[src/common/uw_pkg.sv]
// Package for the serial port interrupt, address detect and wake-up block
package uw_pkg;
  // Register byte offsets
  localparam logic [7:0] UW_OFS_STATUS = 8'h00;
  localparam logic [7:0] UW_OFS_CTRL1 = 8'h04;
  localparam logic [7:0] UW_OFS_CTRL2 = 8'h08;
  localparam logic [7:0] UW_OFS_CTRL3 = 8'h0c;
  localparam logic [7:0] UW_OFS_DATA = 8'h10;
  localparam logic [7:0] UW_OFS_BAUD = 8'h14;
  localparam logic [7:0] UW_OFS_IRQCTL = 8'h18;
  // Status fields
  localparam int UW_ST_TX_EMPTY = 0;
  localparam int UW_ST_TX_IDLE = 1;
  localparam int UW_ST_RX_DATA_AVAILABLE_FLAG = 2;
  localparam int UW_ST_OVERRUN = 3;
  // Control 1 fields
  localparam int UW_C1_PORT_EN = 0;
  localparam int UW_C1_WORD_LEN = 1;
  localparam int UW_C1_PARITY_EN = 2;
  // Control 2 fields
  localparam int UW_C2_TX_EMPTY_IE = 0;
  localparam int UW_C2_TX_IDLE_IE = 1;
  localparam int UW_C2_RX_IE = 2;
  localparam int UW_C2_ADDR_DET = 3;
  localparam int UW_C2_WAKE_EN = 4;
  localparam int UW_C2_RX_EN = 5;
  // Interrupt control fields
  localparam int UW_IC_GLOBAL = 0;
  localparam int UW_IC_PORT = 1;
  // Reset values
  localparam logic [7:0] UW_CTRL_RST = 8'h00;
  localparam logic [7:0] UW_BAUD_RST = 8'h00;
  // Post-wake restart interval
  localparam int UW_CLK_MHZ = 200;
  localparam int UW_RESTART_NS = 1000;
  localparam int UW_RESTART_CYC = (UW_RESTART_NS * UW_CLK_MHZ) / 1000;
  localparam int UW_CNT_W = 16;

  typedef struct packed {
    logic valid;
    logic [8:0] data;
  } uw_rx_word_type;

  typedef enum logic [2:0] {
    UW_RUN = 3'b001,
    UW_ARMED = 3'b010,
    UW_RESTART = 3'b100
  } uw_wake_state_type;
endpackage : uw_pkg

[src/rtl/uw_irq_wake.sv]
// Serial port interrupt request, address detect qualification and pin wake-up
//
// The APB interface to the registers and the address map were chosen for this implementation.
`timescale 1ns/10ps
`default_nettype none
module uw_irq_wake
  import uw_pkg::*;
#(
  parameter int RESTART_CYCLES = UW_RESTART_CYC
) (
  // Clock and reset
  input wire logic mclk,
  input wire logic rst_b,
  // APB slave
  input wire logic psel,
  input wire logic penable,
  input wire logic pwrite,
  input wire logic [7:0] paddr,
  input wire logic [31:0] pwdata,
  output logic [31:0] prdata,
  output logic pready,
  output logic pslverr,
  // Receiver and transmitter core
  input wire uw_rx_word_type rx_word,
  input wire logic tx_empty,
  input wire logic tx_idle,
  input wire logic serial_pin,
  output logic port_run,
  output logic [7:0] baud_rate_divider,
  // Processor side
  input wire logic port_clock_off,
  input wire logic stack_full,
  output logic irq_req_b,
  output logic vector_take,
  output logic wake_up
);

  logic [7:0] ctrl1_q, ctrl2_q, ctrl3_q, baud_q, irqctl_q;
  logic rx_data_available_flag_q, overrun_q, status_seen_q;
  logic [8:0] data_q;
  logic [31:0] prdata_q;
  logic pin_q, clk_off_q, wake_pend_q, cond_q, irq_pulse_q;
  logic [UW_CNT_W-1:0] cnt_q;
  uw_wake_state_type state_q, state_d;

  // Bus decode
  wire setup = psel & ~penable;
  wire access = psel & penable;
  wire sel_status = paddr == UW_OFS_STATUS;
  wire sel_ctrl1 = paddr == UW_OFS_CTRL1;
  wire sel_ctrl2 = paddr == UW_OFS_CTRL2;
  wire sel_ctrl3 = paddr == UW_OFS_CTRL3;
  wire sel_data = paddr == UW_OFS_DATA;
  wire sel_baud = paddr == UW_OFS_BAUD;
  wire sel_irqctl = paddr == UW_OFS_IRQCTL;
  wire mapped = sel_status | sel_ctrl1 | sel_ctrl2 | sel_ctrl3 | sel_data | sel_baud
    | sel_irqctl;
  wire wr_ok = access & pwrite & mapped;
  wire rd_status = access & ~pwrite & sel_status;
  wire rd_data = access & ~pwrite & sel_data;

  // Control bits
  wire port_enable = ctrl1_q[UW_C1_PORT_EN];
  wire word_length_select = ctrl1_q[UW_C1_WORD_LEN];
  wire tx_empty_ie = ctrl2_q[UW_C2_TX_EMPTY_IE];
  wire tx_idle_ie = ctrl2_q[UW_C2_TX_IDLE_IE];
  wire rx_irq_enable = ctrl2_q[UW_C2_RX_IE];
  wire addr_detect_enable = ctrl2_q[UW_C2_ADDR_DET];
  wire wake_enable = ctrl2_q[UW_C2_WAKE_EN];
  wire receiver_enable = ctrl2_q[UW_C2_RX_EN];
  wire global_irq_enable = irqctl_q[UW_IC_GLOBAL];
  wire port_irq_enable = irqctl_q[UW_IC_PORT];
  wire irq_open = global_irq_enable & port_irq_enable;

  assign port_run = ~port_clock_off;

  wire rx_take = rx_word.valid & port_run & (state_q != UW_RESTART);
  wire rx_overrun_evt = rx_take & rx_data_available_flag_q;
  wire rx_store = rx_take & ~rx_data_available_flag_q;

  wire [8:0] rx_masked = word_length_select ? rx_word.data : {1'b0, rx_word.data[7:0]};
  wire top_bit = word_length_select ? rx_word.data[8] : rx_word.data[7];

  wire addr_ok = ~addr_detect_enable | top_bit;
  wire addr_irq = addr_detect_enable & top_bit & irq_open;
  wire data_irq = ~addr_detect_enable;
  wire rx_avail_evt = rx_store & rx_irq_enable & addr_ok & (data_irq | addr_irq);
  wire ovr_evt = rx_overrun_evt & rx_irq_enable;

  // Pin falling edge while stopped
  wire pin_fall = pin_q & ~serial_pin;
  wire arm_ok = wake_enable & port_enable & receiver_enable & rx_irq_enable;
  wire enter_off = port_clock_off & ~clk_off_q;
  wire cnt_done = cnt_q == '0;
  wire wake_irq = (state_q == UW_RESTART) & cnt_done & wake_pend_q;

  wire tx_term = (tx_empty & tx_empty_ie) | (tx_idle & tx_idle_ie);
  wire cond = tx_term | rx_avail_evt | ovr_evt | wake_irq;
  wire cond_rise = cond & ~cond_q;

  // Wake sequencing
  always_comb begin
    state_d = state_q;
    case (state_q)
      UW_RUN: begin
        if (enter_off & arm_ok) begin
          state_d = UW_ARMED;
        end
      end
      UW_ARMED: begin
        if (pin_fall) begin
          state_d = UW_RESTART;
        end else if (!port_clock_off) begin
          state_d = UW_RUN;
        end
      end
      UW_RESTART: begin
        if (cnt_done) begin
          state_d = UW_RUN;
        end
      end
      default: state_d = UW_RUN;
    endcase
  end

  wire wake_edge = (state_q == UW_ARMED) & pin_fall;

  always_ff @(posedge mclk) begin
    if (!rst_b) begin
      state_q <= UW_RUN;
      cnt_q <= '0;
      wake_pend_q <= 1'b0;
      wake_up <= 1'b0;
    end else begin
      state_q <= state_d;
      wake_up <= wake_edge;
      if (wake_edge) begin
        cnt_q <= UW_CNT_W'(RESTART_CYCLES - 1);
        wake_pend_q <= irq_open;
      end else if (state_q == UW_RESTART && !cnt_done) begin
        cnt_q <= cnt_q - 1'b1;
      end else if (state_q != UW_RESTART) begin
        wake_pend_q <= 1'b0;
      end
    end
  end

  // Edge history
  always_ff @(posedge mclk) begin
    if (!rst_b) begin
      pin_q <= 1'b1;
      clk_off_q <= 1'b0;
      cond_q <= 1'b0;
      irq_pulse_q <= 1'b0;
    end else begin
      pin_q <= serial_pin;
      clk_off_q <= port_clock_off;
      cond_q <= cond;
      irq_pulse_q <= cond_rise & irq_open;
    end
  end

  assign irq_req_b = ~irq_pulse_q;
  assign vector_take = irq_pulse_q & irq_open & ~stack_full;

  // Receive flags; a new word wins over a clearing read
  always_ff @(posedge mclk) begin
    if (!rst_b) begin
      rx_data_available_flag_q <= 1'b0;
      overrun_q <= 1'b0;
      status_seen_q <= 1'b0;
      data_q <= '0;
    end else begin
      if (rd_data) begin
        status_seen_q <= 1'b0;
      end else if (rd_status) begin
        status_seen_q <= 1'b1;
      end
      if (rx_store) begin
        rx_data_available_flag_q <= 1'b1;
        data_q <= rx_masked;
      end else if (rd_data && status_seen_q) begin
        rx_data_available_flag_q <= 1'b0;
      end
      if (rx_overrun_evt) begin
        overrun_q <= 1'b1;
      end else if (rd_data && status_seen_q) begin
        overrun_q <= 1'b0;
      end
    end
  end

  always_ff @(posedge mclk) begin
    if (!rst_b) begin
      ctrl1_q <= UW_CTRL_RST;
      ctrl2_q <= UW_CTRL_RST;
      ctrl3_q <= UW_CTRL_RST;
      baud_q <= UW_BAUD_RST;
      irqctl_q <= UW_CTRL_RST;
    end else if (wr_ok) begin
      if (sel_ctrl1) begin
        ctrl1_q <= pwdata[7:0];
      end
      if (sel_ctrl2) begin
        ctrl2_q <= pwdata[7:0];
      end
      if (sel_ctrl3) begin
        ctrl3_q <= pwdata[7:0];
      end
      if (sel_baud) begin
        baud_q <= pwdata[7:0];
      end
      if (sel_irqctl) begin
        irqctl_q <= pwdata[7:0];
      end
    end
  end

  assign baud_rate_divider = baud_q;

  // Read mux; status is read-only, writes to it are dropped
  // Word landing at the setup edge is forwarded, else the clear would lose it
  wire [7:0] status_v = {4'h0, overrun_q, rx_data_available_flag_q, tx_idle, tx_empty};
  wire [31:0] rd_mux = sel_status ? {24'h0, status_v} :
                       sel_ctrl1 ? {24'h0, ctrl1_q} :
                       sel_ctrl2 ? {24'h0, ctrl2_q} :
                       sel_ctrl3 ? {24'h0, ctrl3_q} :
                       sel_data ? {23'h0, rx_store ? rx_masked : data_q} :
                       sel_baud ? {24'h0, baud_q} :
                       sel_irqctl ? {24'h0, irqctl_q} : 32'h0;

  // Read data latched in setup so the access phase needs no wait
  always_ff @(posedge mclk) begin
    if (!rst_b) begin
      prdata_q <= 32'h0;
    end else if (setup && !pwrite) begin
      prdata_q <= rd_mux;
    end
  end

  assign prdata = prdata_q;
  assign pready = 1'b1;
  assign pslverr = access & ~mapped;

  // Checks
  property p_irq_pulse;
    @(posedge mclk) disable iff (!rst_b)
      !irq_req_b |=> irq_req_b;
  endproperty
  a_irq_pulse: assert property (p_irq_pulse) else $error("request low too long");

  property p_irq_gated;
    @(posedge mclk) disable iff (!rst_b)
      !irq_req_b |-> $past(irq_open);
  endproperty
  a_irq_gated: assert property (p_irq_gated) else $error("request while masked");

  property p_vector;
    @(posedge mclk) disable iff (!rst_b)
      vector_take |-> !irq_req_b && !stack_full && global_irq_enable;
  endproperty
  a_vector: assert property (p_vector) else $error("bad vector entry");

  property p_addr_block;
    @(posedge mclk) disable iff (!rst_b)
      rx_store && addr_detect_enable && !top_bit && !tx_term && !cond_q |=> irq_req_b;
  endproperty
  a_addr_block: assert property (p_addr_block) else $error("data word interrupted");

  property p_plain_rx;
    @(posedge mclk) disable iff (!rst_b)
      rx_store && !addr_detect_enable && rx_irq_enable && irq_open && !cond_q
        |=> !irq_req_b;
  endproperty
  a_plain_rx: assert property (p_plain_rx) else $error("word lost interrupt");

  property p_rx_data_available_flag_hold;
    @(posedge mclk) disable iff (!rst_b)
      rx_data_available_flag_q && !(rd_data && status_seen_q) |=> rx_data_available_flag_q;
  endproperty
  a_rx_data_available_flag_hold: assert property (p_rx_data_available_flag_hold) else $error("flag cleared early");

  property p_discard;
    @(posedge mclk) disable iff (!rst_b)
      state_q == UW_RESTART && !rx_data_available_flag_q |=> !rx_data_available_flag_q;
  endproperty
  a_discard: assert property (p_discard) else $error("word kept in restart");

  property p_wake_arm;
    @(posedge mclk) disable iff (!rst_b)
      wake_up |-> $past(state_q == UW_ARMED, 1) && $past(pin_fall);
  endproperty
  a_wake_arm: assert property (p_wake_arm) else $error("unarmed wake");

  property p_wake_wait;
    @(posedge mclk) disable iff (!rst_b)
      state_q == UW_RESTART && !cnt_done |-> !wake_irq;
  endproperty
  a_wake_wait: assert property (p_wake_wait) else $error("early wake irq");

endmodule : uw_irq_wake
`default_nettype wire

[config.mk]
export PLATFORM = sky130hd
export DESIGN_NAME = uw_irq_wake
export DESIGN_NICKNAME = d
export VERILOG_FILES = /design/src/common/uw_pkg.sv /design/src/rtl/uw_irq_wake.sv
export SDC_FILE = /design/constraint.sdc
export NUM_CORES = 1
export LEC_CHECK = 0
export BUFFER_PORTS_ARGS = -buffer_cell sky130_fd_sc_hd__buf_2
export CORE_UTILIZATION = 50
export CTS_BUF_LIST = sky130_fd_sc_hd__clkbuf_4 sky130_fd_sc_hd__clkbuf_8
export DETAILED_ROUTE_END_ITERATION = 6
export GPL_TIMING_DRIVEN = 0
export PLACE_DENSITY_LB_ADDON = 0.12
export SLEW_MARGIN = 40
export SYNTH_ARGS = -nofsm -noshare
export SYNTH_HDL_FRONTEND = slang
export SYNTH_SLANG_ARGS = --single-unit
[constraint.sdc]
create_clock -name mclk -period 5.7 [get_ports mclk]
set_input_delay 0.57 -clock mclk [delete_from_list [all_inputs] [get_ports mclk]]
set_output_delay 0.57 -clock mclk [all_outputs]
set_load 0.03 [all_outputs]
# After elaboration in Yosys (flattened, before gate mapping)
# Index checks and enable logic that the tools add are counted.
[totals]
ram_bits = 0
wordCells = 135
ff_bits = 109
out_inout_bits = 46
in_bits = 60
romBits = 0
mem_count = 0
latch_bits = 0
[op_classes]
eq_ne = 14
n_reduce_logical = 20
n_div = 0
shift = 0
order_cmp = 0
muxes = 23
n_bitwise = 58
mul = 0
add_sub_neg = 1
[ops]
columns = ["op", "n"]
rows = [
  ["2-to-1 mux 9 bit", 7],
  ["AND 1 bit", 34],
  ["2-to-1 mux 8 bit", 4],
  ["equality test 8 x 5 -> 1 bit, second input constant", 3],
  ["equality test 8 x 4 -> 1 bit, second input constant", 2],
  ["zero test 16 bit", 1],
  ["subtractor 16 x 1 -> 16 bit, second input constant", 1],
  ["2-to-1 mux 3 bit", 4],
  ["NOT 1 bit", 12],
  ["OR 1 bit", 12],
  ["AND reduction 2 bit", 6],
  ["one-hot mux 3 bit (3 select lines)", 1],
  ["equality test 8 x 3 -> 1 bit, second input constant", 1],
  ["zero test 8 bit", 1],
  ["nonzero test 2 bit", 4],
  ["2-to-1 mux 1 bit", 7],
  ["inequality test 2 bit, second input constant", 3],
  ["inequality test 3 bit, second input constant", 2],
  ["OR reduction 2 bit", 2],
  ["equality test 3 x 1 -> 1 bit, second input constant", 1],
  ["equality test 3 x 2 -> 1 bit, second input constant", 1],
  ["equality test 3 bit, second input constant", 1],
  ["logical AND 1 bit", 3],
  ["AND reduction 3 bit", 1],
  ["zero test 1 bit", 2],
]

# Longest topological paths before layout
[logic_depth]
word_depth = 12
ltp_mapped = 8
mapped_depth_nobuf = 7

# Least setup slack after synthesis
# Ideal clock, no wire load.
[synth_path]
path_kind = "input -> output"
from = "input paddr[2]"
to = "output pslverr"
t_required_ps = 5130
stages = 4
arrival_time_ps = 1753
path_buffers = 2
path_slack_ps = 3377
cell_sequence = "clkbuf_1 clkbuf_1 nand3_1 a21oi_1"
[synth_via]
elab_chain_cells = 9
word_cells_on_any_way = 15
classes_between = "eq/ne (6); bitwise (8); reduce/logical (1)"
[synth_rtl]
columns = ["element", "line", "rtl"]
rows = [
  ["from (decl)", "uw_irq_wake.sv:18", "input wire logic [7:0] paddr,"],
  ["equality test 8 x 3 -> 1 bit / zero test 8 bit (equally long branches)", "uw_irq_wake.sv:50, uw_irq_wake.sv:49", ""],
  ["OR 1 bit (5 in a row)", "uw_irq_wake.sv:56", "wire mapped = sel_status | sel_ctrl1 | sel_ctrl2 | sel_ctrl3 | sel_data | sel_baud"],
  ["OR 1 bit *", "uw_irq_wake.sv:57", "| sel_irqctl;"],
  ["NOT 1 bit *", "uw_irq_wake.sv:243", "assign pslverr = access & ~mapped;"],
  ["AND 1 bit *", "uw_irq_wake.sv:243", ""],
  ["to (decl)", "uw_irq_wake.sv:22", "output logic pslverr,"],
]
# Mark *: on every way between the ends. The rest lies on a longest branch, timed or not.

# Final worst setup path
[layout_path]
from = "input paddr[3]"
to = "output pslverr"
# The elaborated chain is that of the path after synthesis.

==> impl_metrics.env <==
export IMPL_status="complete, no violations"
export IMPL_die_area_um2=8874
export IMPL_synth_area_leaders="dfxtp_1 (41%), mux2i_1 (6.1%), a21oi_1 (6.0%)"
export IMPL_pwr_share_comb=0.099
export IMPL_drive_above_1_share=0.2020
export IMPL_grt_usage=0.2700
export IMPL_setup_viol=0
export IMPL_power_switching_uw=307.1
export IMPL_cts_max_path_buffers=2
export IMPL_first_global_vias=3654
export IMPL_worstRegToRegCells=6
export IMPL_async_flop_share=0
export IMPL_yosys_cell_types_count=63
export IMPL_grt_max_degree=15
export IMPL_holdPathEnd="pin_q$_SDFF_PN1_"
export IMPL_htree_num_levels=3
export IMPL_firstDrtPassIters=5
export IMPL_cts_made_buffers=9
export IMPL_initial_utilization=0.5173
export IMPL_skew_ns=0.008821
export IMPL_drv_slew=0
export IMPL_num_rows=33
export IMPL_highest_layer="met4"
export IMPL_rsz0062_at_grt="false"
export IMPL_timing_rr_end="prdata[7]$_SDFFE_PN0P_"
export IMPL_synth_avg_cell_area_um2=8.501
export IMPL_slew_headroom=0.5447
export IMPL_wl_met1_um=4976
export IMPL_place_congestion=0.8629
export IMPL_syn_inst=500
export IMPL_synth_edf_count=0
export IMPL_die_x_um=94.20
export IMPL_hpwl_um=8599
export IMPL_core_area_um2=8217
export IMPL_cts_tree="done"
export IMPL_diodes=0
export IMPL_io_buffers=57
export IMPL_ys_ff_latch=86
export IMPL_p_seq_frac=0.505
export IMPL_drc=0
export IMPL_finalCritPeriodShare=0.4905
export IMPL_tns_ns=0
export IMPL_insertion_delay_ns=0.36
export IMPL_overflow=0
export IMPL_antenna_found_initial=0
export IMPL_power_total_uw=1202
export IMPL_area_growth_pct=16.81
export IMPL_hp_class="in2reg"
export IMPL_end_kind="output port"
export IMPL_yosys_area_top_type_share=0.4051
export IMPL_leakagePower_uw=0.002060
export IMPL_cts_setup_buffers=0
export IMPL_min_path_cells=2
export IMPL_die_height_um=94.20
export IMPL_drt_wl_total_um=11390
export IMPL_crit_arrival_ns=2.23
export IMPL_fmax_mhz=357.7
export IMPL_wl_met3_um=503
export IMPL_clkSinkCount=86
export IMPL_cp_start_kind="input pin"
export IMPL_ios=106
export IMPL_netSwitchingFraction=0.2555
export IMPL_cp_max_fo=10
export IMPL_grt_pass1_wl_um=18030
export IMPL_hold_buffers=0
export IMPL_cts_resized=0
export IMPL_worst_pin_slew_ns=0.6830
export IMPL_drt_iter0_drc=212
export IMPL_power_density_nw_per_um2=242.1
export IMPL_synth_ff_type="dfxtp_1"
export IMPL_clk_pin_slew_ns=0.09
export IMPL_ff2ff_setup_slack_ns=3.52
export IMPL_wl_met2_um=5680
export IMPL_ir_worst_vdd_v=0.0001287
export IMPL_netlist_area_um2=4250
export IMPL_fin_crit_ns=2.796
export IMPL_layout_nets=652
export IMPL_finalHoldViolCount=0
export IMPL_reg2reg_from="state_q[2]$_SDFFE_PN0P_"
export IMPL_required_ns=5.13
export IMPL_post_synth_top_area_cell="dfxtp_1"
export IMPL_intPower_uw=894.9
export IMPL_num_vias=3837
export IMPL_route_detailed_wl_per_inst_um=16.30
export IMPL_drv_cap=0
export IMPL_path_class="in2out"
export IMPL_clockRootBuffer="clkbuf_8"
export IMPL_vias_per_cell=5.489
export IMPL_clkPwrFrac=0.395
export IMPL_ys_warnings_count=0
export IMPL_antenna_left=0
export IMPL_holdCritStartpoint="serial_pin"
export IMPL_yosysSeqAreaShare=0.4051
-- Yosys cell counts, types with 3 or more instances --
library cell	instances
o22ai_1	9
clkbuf_1	16
a2bb2oi_1	3
o21a_1	6
buf_4	25
a32o_1	4
mux2i_1	26
o31ai_1	3
nor2b_1	11
nor3_1	7
nand2_1	57
and3_1	3
nand4b_1	5
nand3_1	29
nand4_1	3
a31oi_1	10
a21oi_1	51
a22oi_1	4
xor2_1	11
nor3b_2	3
and2_0	3
o21ai_0	5
buf_2	3
o2bb2ai_1	3
dfxtp_1	86
a211oi_1	3
nor2_1	55
nand2b_1	4
inv_1	7
-- flip-flops by register name, summed over array words and instances (netlist names), 3 cells and up --
signal,flops
cnt_q,16
data_q,9
prdata,9
baud_rate_divider,8
ctrl1_q,8
ctrl2_q,8
ctrl3_q,8
irqctl_q,8
state_q,3
-- worst max-delay path by stage --
stage / depth (start not counted) / start / end
after detailed placement: 6 / paddr[3] / pslverr
after CTS: 6 / paddr[3] / pslverr
final: 6 / paddr[3] / pslverr
after floorplan: 4 / paddr[2] / pslverr
after global routing: 6 / paddr[3] / pslverr
after global placement: 6 / paddr[3] / pslverr
-- area by class of cell --
class                   count  area [um2]
clock buffers              10       131.4
flip-flops and latches     86        1722
repair buffers             57       285.3
fillers                   781        3252
clock inverters             5       83.83
multi-input cells         383        2313
plain buffers              45       267.8
well taps                 105       131.4
inverters                   8       30.03
-- layer usage --
metal | up-vias | track usage
li1 | 1907 | -
met1 | 1807 | 0.3343
met4 | 0 | 0.09359
met2 | 108 | 0.4680
met5 | - | 0
met3 | 15 | 0.04531
-- stage by stage --
stage          area, um2  hold slack [ns]  worst slack [ns]  instances  utilization
6_report            4965           0.4059             2.904        699       0.6042
2_1_floorplan       4333           0.3900             3.377        522            -
3_5_place_dp        4750           0.4000             2.972        684       0.5780
4_1_cts             4965           0.4020             2.973        699       0.6042
3_3_place_gp        4750           0.3983             2.969        684       0.5780
5_1_grt             4965           0.4013             2.789        699       0.6042
-- cells in the final DEF (no fill, tap or decap), types with 6 or more instances in the layout --
| cell | n |
|---|---|
| xor2_1 | 11 |
| a21oi_1 | 51 |
| conb_1 | 24 |
| mux2i_1 | 26 |
| nand2_1 | 57 |
| a31oi_1 | 10 |
| inv_1 | 7 |
| dfxtp_1 | 86 |
| nor2_1 | 55 |
| buf_2 | 60 |
| buf_4 | 25 |
| clkbuf_1 | 16 |
| o22ai_1 | 9 |
| nor2b_1 | 11 |
| nor3_1 | 7 |
| nand3_1 | 29 |
| o21a_1 | 6 |
| clkbuf_8 | 9 |
-- power groups by stage --
stage / Combinational (uW) / Sequential [uW] / Clock [uW]
after floorplan: 78.4 / 622 / 0
after global placement: 117 / 621 / 0
after detailed placement: 118 / 622 / 0
after CTS: 118 / 607 / 480
after global routing: 130 / 608 / 508
final: 119 / 607 / 475
-- logic make-up (layout without fill, tap and decap cells) --
logic type | count (synthesis) | in the layout | synth area share
other | 2 | 24 | 0.001767
DFF | 86 | 86 | 0.4051
and+or+nand+nor | 206 | 206 | 0.2593
adders and majority gates | 2 | 2 | 0.005887
AOI/OAI and AO/OA | 112 | 112 | 0.1693
muxes | 27 | 27 | 0.06388
xor gates and xnor gates | 12 | 12 | 0.02473
buffers and inverters | 53 | 125 | 0.07006
-- worst max-delay path: stages --
cell	delay (ns)
buf_2	0.17
clkbuf_1	0.45
clkbuf_1	0.51
nand3_1	0.14
a21oi_1	0.16
buf_2	0.21
(Power assumes the default switching activity.)
